### config.mk
export PLATFORM = sky130hd
export DESIGN_NAME = gpcn_port
export DESIGN_NICKNAME = d
export VERILOG_FILES = /design/src/pkg/gpcn_pkg.sv /design/src/hw/gpcn_port.sv
export SDC_FILE = /design/constraint.sdc
export NUM_CORES = 1
export LEC_CHECK = 0
export BUFFER_PORTS_ARGS = -buffer_cell sky130_fd_sc_hd__buf_2
export CAP_MARGIN = 30
export CORE_MARGIN = 2
export CORE_UTILIZATION = 53
export CTS_CLUSTER_SIZE = 28
export DETAILED_ROUTE_END_ITERATION = 7
export PLACE_DENSITY_LB_ADDON = 0.1
export SLEW_MARGIN = 15
export SYNTH_ARGS = -nofsm -noshare
export SYNTH_HDL_FRONTEND = slang
export SYNTH_SLANG_ARGS = --single-unit
### constraint.sdc
create_clock -name clk -period 1.6 [get_ports clk]
set_input_delay 0.32 -clock clk [delete_from_list [all_inputs] [get_ports clk]]
set_output_delay 0.32 -clock clk [all_outputs]
set_load 0.005 [all_outputs]
### src/pkg/gpcn_pkg.sv
package gpcn_pkg;
  // Register byte offsets (word aligned); base, clear, set, toggle
  localparam logic [7:0] ANSEL_OFS   = 8'h00;
  localparam logic [7:0] DIR_OFS     = 8'h10;
  localparam logic [7:0] PIN_OFS     = 8'h20;
  localparam logic [7:0] LAT_OFS     = 8'h30;
  localparam logic [7:0] ODC_OFS     = 8'h40;
  localparam logic [7:0] CNCON_OFS   = 8'h50;
  localparam logic [7:0] CNEN_OFS    = 8'h60;
  localparam logic [7:0] CNSTAT_OFS  = 8'h70;
  localparam logic [7:0] PU_OFS      = 8'h80;
  localparam logic [7:0] PD_OFS      = 8'h90;
  localparam logic [7:0] REMAP_OFS   = 8'hA0;
  localparam logic [7:0] PERIPH_OFS  = 8'hB0;
  localparam logic [7:0] LAST_OFS    = 8'hBC;
  localparam logic [1:0] ALIAS_BASE  = 2'h0;
  localparam logic [1:0] ALIAS_CLR   = 2'h1;
  localparam logic [1:0] ALIAS_SET   = 2'h2;
  localparam logic [1:0] ALIAS_INV   = 2'h3;
  localparam int         CNCON_ON_BIT = 15;
  localparam logic [31:0] ANSEL_RST  = 32'h0000_FFFF;
  localparam logic [31:0] DIR_RST    = 32'hFFFF_FFFF;
  localparam logic [31:0] ZERO_RST   = 32'h0000_0000;
  localparam logic [1:0] HTRANS_NONSEQ = 2'h2;
endpackage

### src/hw/gpcn_port.sv
// The AHB-Lite slave port and the register offsets are this design's own decisions.
`timescale 1ns/10ps
module gpcn_port #(
  parameter int W = 16
) (
  input  wire logic         clk,
  input  wire logic         srst,
  input  wire logic         hsel,
  input  wire logic [31:0]  haddr,
  input  wire logic [1:0]   htrans,
  input  wire logic         hwrite,
  input  wire logic [2:0]   hsize,
  input  wire logic [31:0]  hwdata,
  input  wire logic         hready,
  output logic [31:0]       hrdata,
  output logic              hreadyout,
  output logic              hresp,
  input  wire logic [W-1:0] pin_in,
  output logic [W-1:0]      pin_out,
  output logic [W-1:0]      pin_oe_n,
  output logic [W-1:0]      pullup_en,
  output logic [W-1:0]      pulldown_en,
  output logic [W-1:0]      analog_en,
  input  wire logic [W-1:0] remap_out,
  input  wire logic [W-1:0] remap_oe,
  input  wire logic [W-1:0] periph_out,
  input  wire logic [W-1:0] periph_oe,
  input  wire logic [W-1:0] sleep_change,
  output logic              change_irq
);
  localparam logic [W-1:0] ANS_RST = W'(gpcn_pkg::ANSEL_RST);
  localparam logic [W-1:0] DIR_RST = W'(gpcn_pkg::DIR_RST);
  localparam logic [W-1:0] ZRST    = W'(gpcn_pkg::ZERO_RST);

  logic [W-1:0] analog_select_q, analog_select_d;
  logic [W-1:0] direction_ctrl_q, direction_ctrl_d;
  logic [W-1:0] output_latch_q, output_latch_d;
  logic [W-1:0] open_drain_ctrl_q, open_drain_ctrl_d;
  logic [W-1:0] change_irq_enable_q, change_irq_enable_d;
  logic [W-1:0] change_status_q, change_status_d;
  logic [W-1:0] pullup_enable_q, pullup_enable_d;
  logic [W-1:0] pulldown_enable_q, pulldown_enable_d;
  logic [W-1:0] remap_assign_q, remap_assign_d;
  logic [W-1:0] periph_active_q, periph_active_d;
  logic         cn_on_q, cn_on_d;
  logic [W-1:0] sync1_q, sync2_q, ref_q, ref_d;
  logic [W-1:0] sleep1_q, sleep2_q;
  logic         wr_q, wr_d;
  logic [7:0]   addr_q, addr_d;
  logic [31:0]  hrdata_d;
  logic [W-1:0] pin_view, pin_out_d, oe_n_d;
  logic         irq_d;
  logic         rd_pin;

  // Applies base, clear, set or toggle to a register
  function automatic logic [W-1:0] alias_op(input logic [W-1:0] cur,
                                            input logic [W-1:0] wd,
                                            input logic [1:0]   sel);
    case (sel)
      gpcn_pkg::ALIAS_CLR: alias_op = cur & ~wd;
      gpcn_pkg::ALIAS_SET: alias_op = cur | wd;
      gpcn_pkg::ALIAS_INV: alias_op = cur ^ wd;
      default:             alias_op = wd;
    endcase
  endfunction

  function automatic logic hit(input logic [7:0] a, input logic [7:0] base);
    hit = (a[7:4] == base[7:4]);
  endfunction

  // Analog input pins read as zero
  assign pin_view = sync2_q & ~(analog_select_q & direction_ctrl_q);

  // Bus address phase capture; the slave never waits
  always_comb begin
    wr_d   = 1'b0;
    addr_d = addr_q;
    rd_pin = 1'b0;
    if (hsel && hready && htrans == gpcn_pkg::HTRANS_NONSEQ) begin
      wr_d   = hwrite;
      addr_d = haddr[7:0];
      rd_pin = !hwrite && hit(haddr[7:0], gpcn_pkg::PIN_OFS)
               && haddr[3:2] == gpcn_pkg::ALIAS_BASE;
    end
  end

  always_comb begin
    hrdata_d = 32'h0000_0000;
    if (hsel && hready && htrans == gpcn_pkg::HTRANS_NONSEQ && !hwrite
        && haddr[3:2] == gpcn_pkg::ALIAS_BASE) begin
      case (haddr[7:4])
        gpcn_pkg::ANSEL_OFS[7:4]:  hrdata_d[W-1:0] = analog_select_q;
        gpcn_pkg::DIR_OFS[7:4]:    hrdata_d[W-1:0] = direction_ctrl_q;
        gpcn_pkg::PIN_OFS[7:4]:    hrdata_d[W-1:0] = pin_view;
        gpcn_pkg::LAT_OFS[7:4]:    hrdata_d[W-1:0] = output_latch_q;
        gpcn_pkg::ODC_OFS[7:4]:    hrdata_d[W-1:0] = open_drain_ctrl_q;
        gpcn_pkg::CNCON_OFS[7:4]:  hrdata_d[gpcn_pkg::CNCON_ON_BIT] = cn_on_q;
        gpcn_pkg::CNEN_OFS[7:4]:   hrdata_d[W-1:0] = change_irq_enable_q;
        gpcn_pkg::CNSTAT_OFS[7:4]: hrdata_d[W-1:0] = change_status_q;
        gpcn_pkg::PU_OFS[7:4]:     hrdata_d[W-1:0] = pullup_enable_q;
        gpcn_pkg::PD_OFS[7:4]:     hrdata_d[W-1:0] = pulldown_enable_q;
        gpcn_pkg::REMAP_OFS[7:4]:  hrdata_d[W-1:0] = remap_assign_q;
        gpcn_pkg::PERIPH_OFS[7:4]: hrdata_d[W-1:0] = periph_active_q;
        default:                   hrdata_d = 32'h0000_0000;
      endcase
    end
  end

  // Register writes in the data phase
  always_comb begin
    analog_select_d     = analog_select_q;
    direction_ctrl_d    = direction_ctrl_q;
    output_latch_d      = output_latch_q;
    open_drain_ctrl_d   = open_drain_ctrl_q;
    change_irq_enable_d = change_irq_enable_q;
    pullup_enable_d     = pullup_enable_q;
    pulldown_enable_d   = pulldown_enable_q;
    remap_assign_d      = remap_assign_q;
    periph_active_d     = periph_active_q;
    cn_on_d             = cn_on_q;
    if (wr_q) begin
      case (addr_q[7:4])
        gpcn_pkg::ANSEL_OFS[7:4]: analog_select_d =
          alias_op(analog_select_q, hwdata[W-1:0], addr_q[3:2]);
        gpcn_pkg::DIR_OFS[7:4]: direction_ctrl_d =
          alias_op(direction_ctrl_q, hwdata[W-1:0], addr_q[3:2]);
        gpcn_pkg::PIN_OFS[7:4], gpcn_pkg::LAT_OFS[7:4]: output_latch_d =
          alias_op(output_latch_q, hwdata[W-1:0], addr_q[3:2]);
        gpcn_pkg::ODC_OFS[7:4]: open_drain_ctrl_d =
          alias_op(open_drain_ctrl_q, hwdata[W-1:0], addr_q[3:2]);
        gpcn_pkg::CNCON_OFS[7:4]: cn_on_d =
          alias_op({{(W-1){1'b0}}, cn_on_q},
                   {{(W-1){1'b0}}, hwdata[gpcn_pkg::CNCON_ON_BIT]},
                   addr_q[3:2]) != '0;
        gpcn_pkg::CNEN_OFS[7:4]: change_irq_enable_d =
          alias_op(change_irq_enable_q, hwdata[W-1:0], addr_q[3:2]);
        gpcn_pkg::PU_OFS[7:4]: pullup_enable_d =
          alias_op(pullup_enable_q, hwdata[W-1:0], addr_q[3:2]);
        gpcn_pkg::PD_OFS[7:4]: pulldown_enable_d =
          alias_op(pulldown_enable_q, hwdata[W-1:0], addr_q[3:2]);
        gpcn_pkg::REMAP_OFS[7:4]: remap_assign_d =
          alias_op(remap_assign_q, hwdata[W-1:0], addr_q[3:2]);
        gpcn_pkg::PERIPH_OFS[7:4]: periph_active_d =
          alias_op(periph_active_q, hwdata[W-1:0], addr_q[3:2]);
        default: cn_on_d = cn_on_q;
      endcase
    end
  end

  // Change detection; a sleep-change set wins over clear-by-read, a pin change in the read cycle is lost
  always_comb begin
    ref_d           = ref_q;
    change_status_d = change_status_q;
    if (rd_pin) begin
      ref_d           = pin_view;
      change_status_d = '0;
    end
    if (cn_on_q) begin
      // Compare with the reference after any read, so a read can clear
      change_status_d = change_status_d
        | ((pin_view ^ ref_d) | sleep2_q) & change_irq_enable_q;
    end
    irq_d = |(change_status_q & change_irq_enable_q);
  end

  // Pad drive priority: analog select (latch path), remap, fixed peripheral, latch
  always_comb begin
    for (int i = 0; i < W; i++) begin
      if (remap_assign_q[i] && !analog_select_q[i]) begin
        pin_out_d[i] = remap_out[i];
        oe_n_d[i]    = !remap_oe[i];
      end else if (periph_active_q[i] && !analog_select_q[i]) begin
        pin_out_d[i] = periph_out[i];
        oe_n_d[i]    = !periph_oe[i];
      end else begin
        pin_out_d[i] = output_latch_q[i];
        oe_n_d[i]    = direction_ctrl_q[i];
      end
      if (open_drain_ctrl_q[i]) begin
        oe_n_d[i]    = oe_n_d[i] | pin_out_d[i];
        pin_out_d[i] = 1'b0;
      end
    end
  end

  always_ff @(posedge clk) begin
    if (srst) begin
      analog_select_q     <= ANS_RST;
      direction_ctrl_q    <= DIR_RST;
      output_latch_q      <= ZRST;
      open_drain_ctrl_q   <= ZRST;
      change_irq_enable_q <= ZRST;
      change_status_q     <= ZRST;
      pullup_enable_q     <= ZRST;
      pulldown_enable_q   <= ZRST;
      remap_assign_q      <= ZRST;
      periph_active_q     <= ZRST;
      cn_on_q             <= 1'b0;
      sync1_q             <= ZRST;
      sync2_q             <= ZRST;
      sleep1_q            <= ZRST;
      sleep2_q            <= ZRST;
      ref_q               <= ZRST;
      wr_q                <= 1'b0;
      addr_q              <= 8'h00;
      hrdata              <= 32'h0000_0000;
      pin_out             <= ZRST;
      pin_oe_n            <= DIR_RST;
      pullup_en           <= ZRST;
      pulldown_en         <= ZRST;
      analog_en           <= ANS_RST;
      change_irq          <= 1'b0;
    end else begin
      analog_select_q     <= analog_select_d;
      direction_ctrl_q    <= direction_ctrl_d;
      output_latch_q      <= output_latch_d;
      open_drain_ctrl_q   <= open_drain_ctrl_d;
      change_irq_enable_q <= change_irq_enable_d;
      change_status_q     <= change_status_d;
      pullup_enable_q     <= pullup_enable_d;
      pulldown_enable_q   <= pulldown_enable_d;
      remap_assign_q      <= remap_assign_d;
      periph_active_q     <= periph_active_d;
      cn_on_q             <= cn_on_d;
      sync1_q             <= pin_in;
      sync2_q             <= sync1_q;
      // Sleep latch is asynchronous outside; resampled here
      sleep1_q            <= sleep_change;
      sleep2_q            <= sleep1_q;
      ref_q               <= ref_d;
      wr_q                <= wr_d;
      addr_q              <= addr_d;
      hrdata              <= hrdata_d;
      pin_out             <= pin_out_d;
      pin_oe_n            <= oe_n_d;
      pullup_en           <= pullup_enable_q;
      pulldown_en         <= pulldown_enable_q;
      analog_en           <= analog_select_q & direction_ctrl_q;
      change_irq          <= irq_d;
    end
  end

  assign hreadyout = 1'b1;
  assign hresp     = 1'b0;

  property p_ansel_reset;
    @(posedge clk) $fell(srst) |-> analog_select_q == ANS_RST;
  endproperty
  a_ansel_reset: assert property (p_ansel_reset) else $error("ansel rst");
  property p_dir_reset;
    @(posedge clk) $fell(srst) |-> pin_oe_n == DIR_RST;
  endproperty
  a_dir_reset: assert property (p_dir_reset) else $error("dir rst");
  property p_analog_zero;
    @(posedge clk) disable iff (srst)
      (hsel && hready && htrans == gpcn_pkg::HTRANS_NONSEQ && !hwrite
       && haddr[7:0] == gpcn_pkg::PIN_OFS)
      |=> (hrdata[W-1:0] & $past(analog_select_q & direction_ctrl_q)) == '0;
  endproperty
  a_analog_zero: assert property (p_analog_zero) else $error("analog");
  property p_irq;
    @(posedge clk) disable iff (srst)
      |(change_status_q & change_irq_enable_q) |=> change_irq;
  endproperty
  a_irq: assert property (p_irq) else $error("irq");
  property p_status_set;
    @(posedge clk) disable iff (srst)
      (cn_on_q && !rd_pin && |((pin_view ^ ref_q) & change_irq_enable_q))
      |=> |change_status_q;
  endproperty
  a_status_set: assert property (p_status_set) else $error("stat");
  property p_set_alias;
    @(posedge clk) disable iff (srst)
      (wr_q && addr_q == (gpcn_pkg::LAT_OFS | 8'h08))
      |=> output_latch_q == ($past(output_latch_q) | $past(hwdata[W-1:0]));
  endproperty
  a_set_alias: assert property (p_set_alias) else $error("set");
  property p_clr_alias;
    @(posedge clk) disable iff (srst)
      (wr_q && addr_q == (gpcn_pkg::DIR_OFS | 8'h04))
      |=> direction_ctrl_q ==
          ($past(direction_ctrl_q) & ~$past(hwdata[W-1:0]));
  endproperty
  a_clr_alias: assert property (p_clr_alias) else $error("clr");
  property p_pull;
    @(posedge clk) disable iff (srst)
      ##1 pullup_en == $past(pullup_enable_q);
  endproperty
  a_pull: assert property (p_pull) else $error("pull");
  property p_od;
    @(posedge clk) disable iff (srst)
      1'b1 |=> (pin_out & $past(open_drain_ctrl_q)) == '0;
  endproperty
  a_od: assert property (p_od) else $error("od");
  c_irq:  cover property (@(posedge clk) $rose(change_irq));
  c_inv:  cover property (@(posedge clk)
            wr_q && addr_q[3:2] == gpcn_pkg::ALIAS_INV);
  c_pinrd: cover property (@(posedge clk) rd_pin && |change_status_q);
endmodule // gpcn_port

# Word level (Yosys, flattened, before mapping)
# Index checks and enable logic that the tools add are counted.
# word_totals
wordCells,343
out_inout_bits,115
reg_bits,363
in_bits,170
# op_classes
muxes,98
n_reduce_logical,121
bitwise,58
eq_ne,25
# ops
op,count
16-bit case mux with 3 select lines,10
16-bit AND,13
16-bit OR,11
15-bit case mux with 11 select lines,1
16-bit bitwise XOR,10
1-bit two-way mux,81
16-bit two-way mux,5
1-bit logical NOT,49
1-bit logical AND,38
2-bit OR reduction,19
4-bit == test (second input constant),8
16-bit NOT,2
4-bit by 3-bit == test with 1-bit output (second input constant),7
2-bit AND reduction,10
1-bit OR,17
1-bit by 16-bit AND with 16-bit output,1
4-bit by 2-bit == test with 1-bit output (second input constant),4
1-bit NOT with 16-bit output,1
16-bit nonzero test,1
16-bit OR reduction,1
1-bit case mux with 12 select lines,1
4-bit by 1-bit == test with 1-bit output (second input constant),2
4-bit logical NOT,2
2-bit == test (second input constant),3
other kinds (4),5

# Longest topological paths before layout
# depth
depth_word,10
depth_mapped,8
depth_no_buf,5

# Worst setup path before layout
# OpenSTA, ideal clock, no wires.
# synth_timing
kind,input to register
start,input port haddr[6]
end,register change_status_q[12]
arrival_time_ns,1.545
path_buffers,2
stages,6
required_ns,1.478
path_slack_ns,-0.067
cell_sequence,buf_2 > nor4b_4 > nand3_1 > clkbuf_1 > a21oi_1 > o21ai_0
# synth_via
elab_chain_len,10
# synth_lines
item,line,rtl
from (decl),gpcn_port.sv:9,"input wire logic [31:0] haddr,"
4-bit by 2-bit == test with 1-bit output *,gpcn_port.sv:68,hit = (a[7:4] == base[7:4]);
1-bit logical AND *,gpcn_port.sv:82,"rd_pin = !hwrite && hit(haddr[7:0], gpcn_pkg::PIN_OFS)"
1-bit logical AND *,gpcn_port.sv:83,&& haddr[3:2] == gpcn_pkg::ALIAS_BASE;
1-bit two-way mux *,gpcn_port.sv:79,if (hsel && hready && htrans == gpcn_pkg::HTRANS_NONSEQ) begin
16-bit two-way mux,gpcn_port.sv:154,if (rd_pin) begin
16-bit bitwise XOR,gpcn_port.sv:161,| ((pin_view ^ ref_d) | sleep2_q) & change_irq_enable_q;
16-bit OR,gpcn_port.sv:161,
16-bit AND,gpcn_port.sv:161,
16-bit OR,gpcn_port.sv:161,
16-bit two-way mux *,gpcn_port.sv:158,if (cn_on_q) begin
to (signal assigned),gpcn_port.sv:219,change_status_q <= change_status_d;
to (decl),gpcn_port.sv:40,"logic [W-1:0] change_status_q, change_status_d;"
# Every way passes the cells marked *; elsewhere a longest branch is shown, timed or not.
# A chain may end at the register's enable or synchronous reset.

# Final worst setup path
# layout_timing
start,register addr_q[3]
end,register open_drain_ctrl_q[6]
# layout_via
elab_chain_len,2
# layout_lines
item,line,rtl
from (decl),gpcn_port.sv:49,"logic [7:0] addr_q, addr_d;"
from (signal assigned),gpcn_port.sv:232,addr_q <= addr_d;
2-bit == test / 2-bit by 1-bit == test with 1-bit output (equally long branches),gpcn_port.sv:59,case (sel)
16-bit case mux with 3 select lines *,gpcn_port.sv:59,
to (signal assigned),gpcn_port.sv:217,open_drain_ctrl_q <= open_drain_ctrl_d;
to (decl),gpcn_port.sv:38,"logic [W-1:0] open_drain_ctrl_q, open_drain_ctrl_d;"
# Marks and branches as above.

==> results.ini <==
[drt]
wl_met1_mm=34.5
detail_route.wl_per_cell_um=24.5
via_per_inst=6.08
wl_met3_mm=7.00
final_antenna_net_count=0
routed_wl_mm=86.0
dr_total_vias=21315
drt_iter0_drc=2086
drc=0
dr.pass1.iters=5
dr.max_layer_used=met5
wl_met2_mm=39.4

[global_route]
overflow=0
grt_first_pass_wirelength_mm=123
track_usage_pct=38.6
grt_pass1_vias=20476
grt_max_degree=109
antenna_found_initial=5

[synthesis]
synth_edf_count=0
ys_ff_latch=345
async_flop_share_pct=0
synth_cells=2427
synth-seq-area-share_pct=32.0
synth_top_flop_cell=dfxtp_1
synth_cell_type_count=65
netlist_area_mm2=0.0216
synth.avg_cell_area_um2=8.89
yosys_warnings=0

[clock_tree]
clk_pin_slew_ps=60
clk_latency_ps=590
numClockSinks=345
htree_levels=2
clockRootBuffer=clkbuf_16
numCtsBuffers=40
cts_tree=built
cts_buffer_depth=3

[critical_path]
cp.required_ps=2040
crit_path_start=addr_q[3]$_SDFFE_PP0N_
cp-end-kind=register
cp_max_fo=10
worstSetupStartpointType=register
arrival_ps=2090
r2r_start=addr_q[3]$_SDFFE_PP0N_
path_class=reg -> reg

[finish]
drive_gt1_share_pct=34.8
final_nets=3406
area_delta_synth_final_pct=34.5
nFillCells=3007
stdcell_area_mm2=0.0290

[sta]
post-route-period-util_pct=103
max_freq_mhz=606
setup_tns_ps=-460
clock_skew_ps=11.0
rsz0062_at_grt=yes
setup_slack_ps=-50.5
timing.hold.ws_ps=18.1
drv_slew=0
tightest_slew_ps=645
hold_violations=0
finalCriticalPeriod_ps=1650
setup_viol=25
max-slew-margin-rel_pct=56.4

[power]
power.density_mw_per_mm2=718
p_leak_uw=0.0125
ir_drop_uv=834

[worst_hold_path]
hp-start=hwrite
hold_path_class=in -> reg

[floorplan]
rows=73
die_x_um=206
die_h_um=206
start_util_pct=53.9
io_pins=285
core_mm2=0.0400
die_area_mm2=0.0424

[placed_design]
gp_congestion=0.962
dp_hpwl_mm=59.7
portBuffers=221
dpl_cell_area_mm2=0.0260

[run]
maxCapViolCount=0

[run_status]
status=complete, but fails checks
violations=negative setup slack

area by class of cell:
cell class | instances | area (µm²) | area share, %
Timing Repair Buffer | 659 | 5520 | 19.0
Multi-Input combinational cell | 1736 | 14000 | 48.1
Antenna cell | 1 | 2.50 | 0.00862
Sequential cell | 345 | 6920 | 23.9
Clock buffer | 52 | 1130 | 3.88
Tap cell | 525 | 657 | 2.26
Inverter | 164 | 616 | 2.12
Clock inverter | 22 | 208 | 0.716
worst max-delay path: stages, from the launching register on:
cell,delay (ps)
dfxtp_4,390
buf_12,160
buf_12,160
buf_4,180
mux2_2,360
a21oi_2,170
a211oi_2,80
synth_stat cells, drive strengths merged, types with 3 or more instances:
| cell | n | area [µm²] |
|---|---|---|
| a21o | 5 | 37.5 |
| a21oi | 212 | 1060 |
| o211a | 17 | 170 |
| nor3b | 19 | 143 |
| o211ai | 34 | 305 |
| and2 | 3 | 18.8 |
| xor2 | 16 | 140 |
| nand3 | 11 | 55.1 |
| a2bb2oi | 3 | 26.3 |
| and3b | 3 | 26.3 |
| and3 | 21 | 131 |
| a22oi | 10 | 75.1 |
| inv | 163 | 612 |
| or3 | 17 | 106 |
| nand2 | 121 | 454 |
| a221o | 3 | 30.0 |
| dfxtp | 345 | 6910 |
| clkbuf | 124 | 465 |
| nand2b | 5 | 31.3 |
| nor2b | 76 | 475 |
| buf | 74 | 412 |
| nand3b | 5 | 37.5 |
| a21boi | 17 | 128 |
| a32o | 5 | 50.1 |
| or2 | 4 | 25.0 |
| or3b | 4 | 35.0 |
| a211oi | 258 | 1940 |
| o21ai | 71 | 355 |
| o31ai | 3 | 22.5 |
| a31oi | 9 | 56.3 |
| nor2 | 191 | 717 |
| mux2i | 10 | 100 |
| a221oi | 25 | 219 |
| a32oi | 10 | 87.6 |
| ha | 290 | 3630 |
| nand4b | 3 | 26.3 |
| a22o | 22 | 193 |
| mux2 | 159 | 1790 |
| nor3 | 8 | 40.0 |
| a222oi | 3 | 30.0 |
| o2bb2ai | 6 | 52.6 |
| a211o | 17 | 149 |
stage by stage:
step	setup WS, ps	utilization (%)	std cells	total power, µW
floorplan	-2.07	-	2443	10100
global placement	-340	65.1	3365	11000
detailed placement	-386	65.1	3365	11100
CTS	-33.4	70.2	3486	20700
global route	-120	72.5	3504	21400
finish	-50.5	72.5	3504	20800
power by group:
part	total [µW]	leakage, µW	internal (µW)	switching [µW]
Sequential	8730	0.00280	8670	55.0
Clock	9560	0.000662	5490	4070
Combinational	2530	0.00907	1150	1380
cell usage in the layout, fill, tap and decap left out, types with 89 or more instances in the layout:
cell type  Yosys  routed
buf_2         44     220
mux2_2       159     158
nor2_1       191     182
a211oi_1     258     169
inv_1        163     162
ha_1         290     290
buf_4         19     309
a211oi_2       0      89
dfxtp_1      345     335
nand2_1      121     107
a21oi_1      212     182
path summary, 6_finish.rpt:
check / slack [ps] / cells after the start / to
setup / recovery: -50 / 6 / open_drain_ctrl_q[6]$_SDFFE_PP0P_
setup reg to reg: -50 / 6 / open_drain_ctrl_q[6]$_SDFFE_PP0P_
hold / removal: 20 / 2 / wr_q$_SDFF_PP0_
hold reg to reg: 430 / 1 / sleep2_q[4]$_SDFF_PP0_
logic make-up after synthesis:
kind of cell	Yosys count	share of synthesized area [%]
multiplexers	169	8.76
AO/OA/AOI/OAI	739	23.5
adder cells (fa/ha/maj)	290	16.8
flip-flops	345	32.0
AND/OR/NAND/NOR	504	11.4
XOR/XNOR	16	0.649
buffers and inverters	362	6.92
other	2	0.0348
routing by layer:
metal / track usage, % / up-vias
li1: - / 9734
met1: 48.8 / 10301
met2: 62.7 / 1023
met5: 0 / -
met3: 6.29 / 253
met4: 21.3 / 4
what timing repair did:
action                     CTS  global route
setup endpoints to repair  142           143
gates resized for setup     43           163
hold buffers                34             0
setup buffers                8             9
cloned                       5             9
pin swaps                    9            49
hold endpoints to repair    34             0
(Power assumes the default switching activity.)
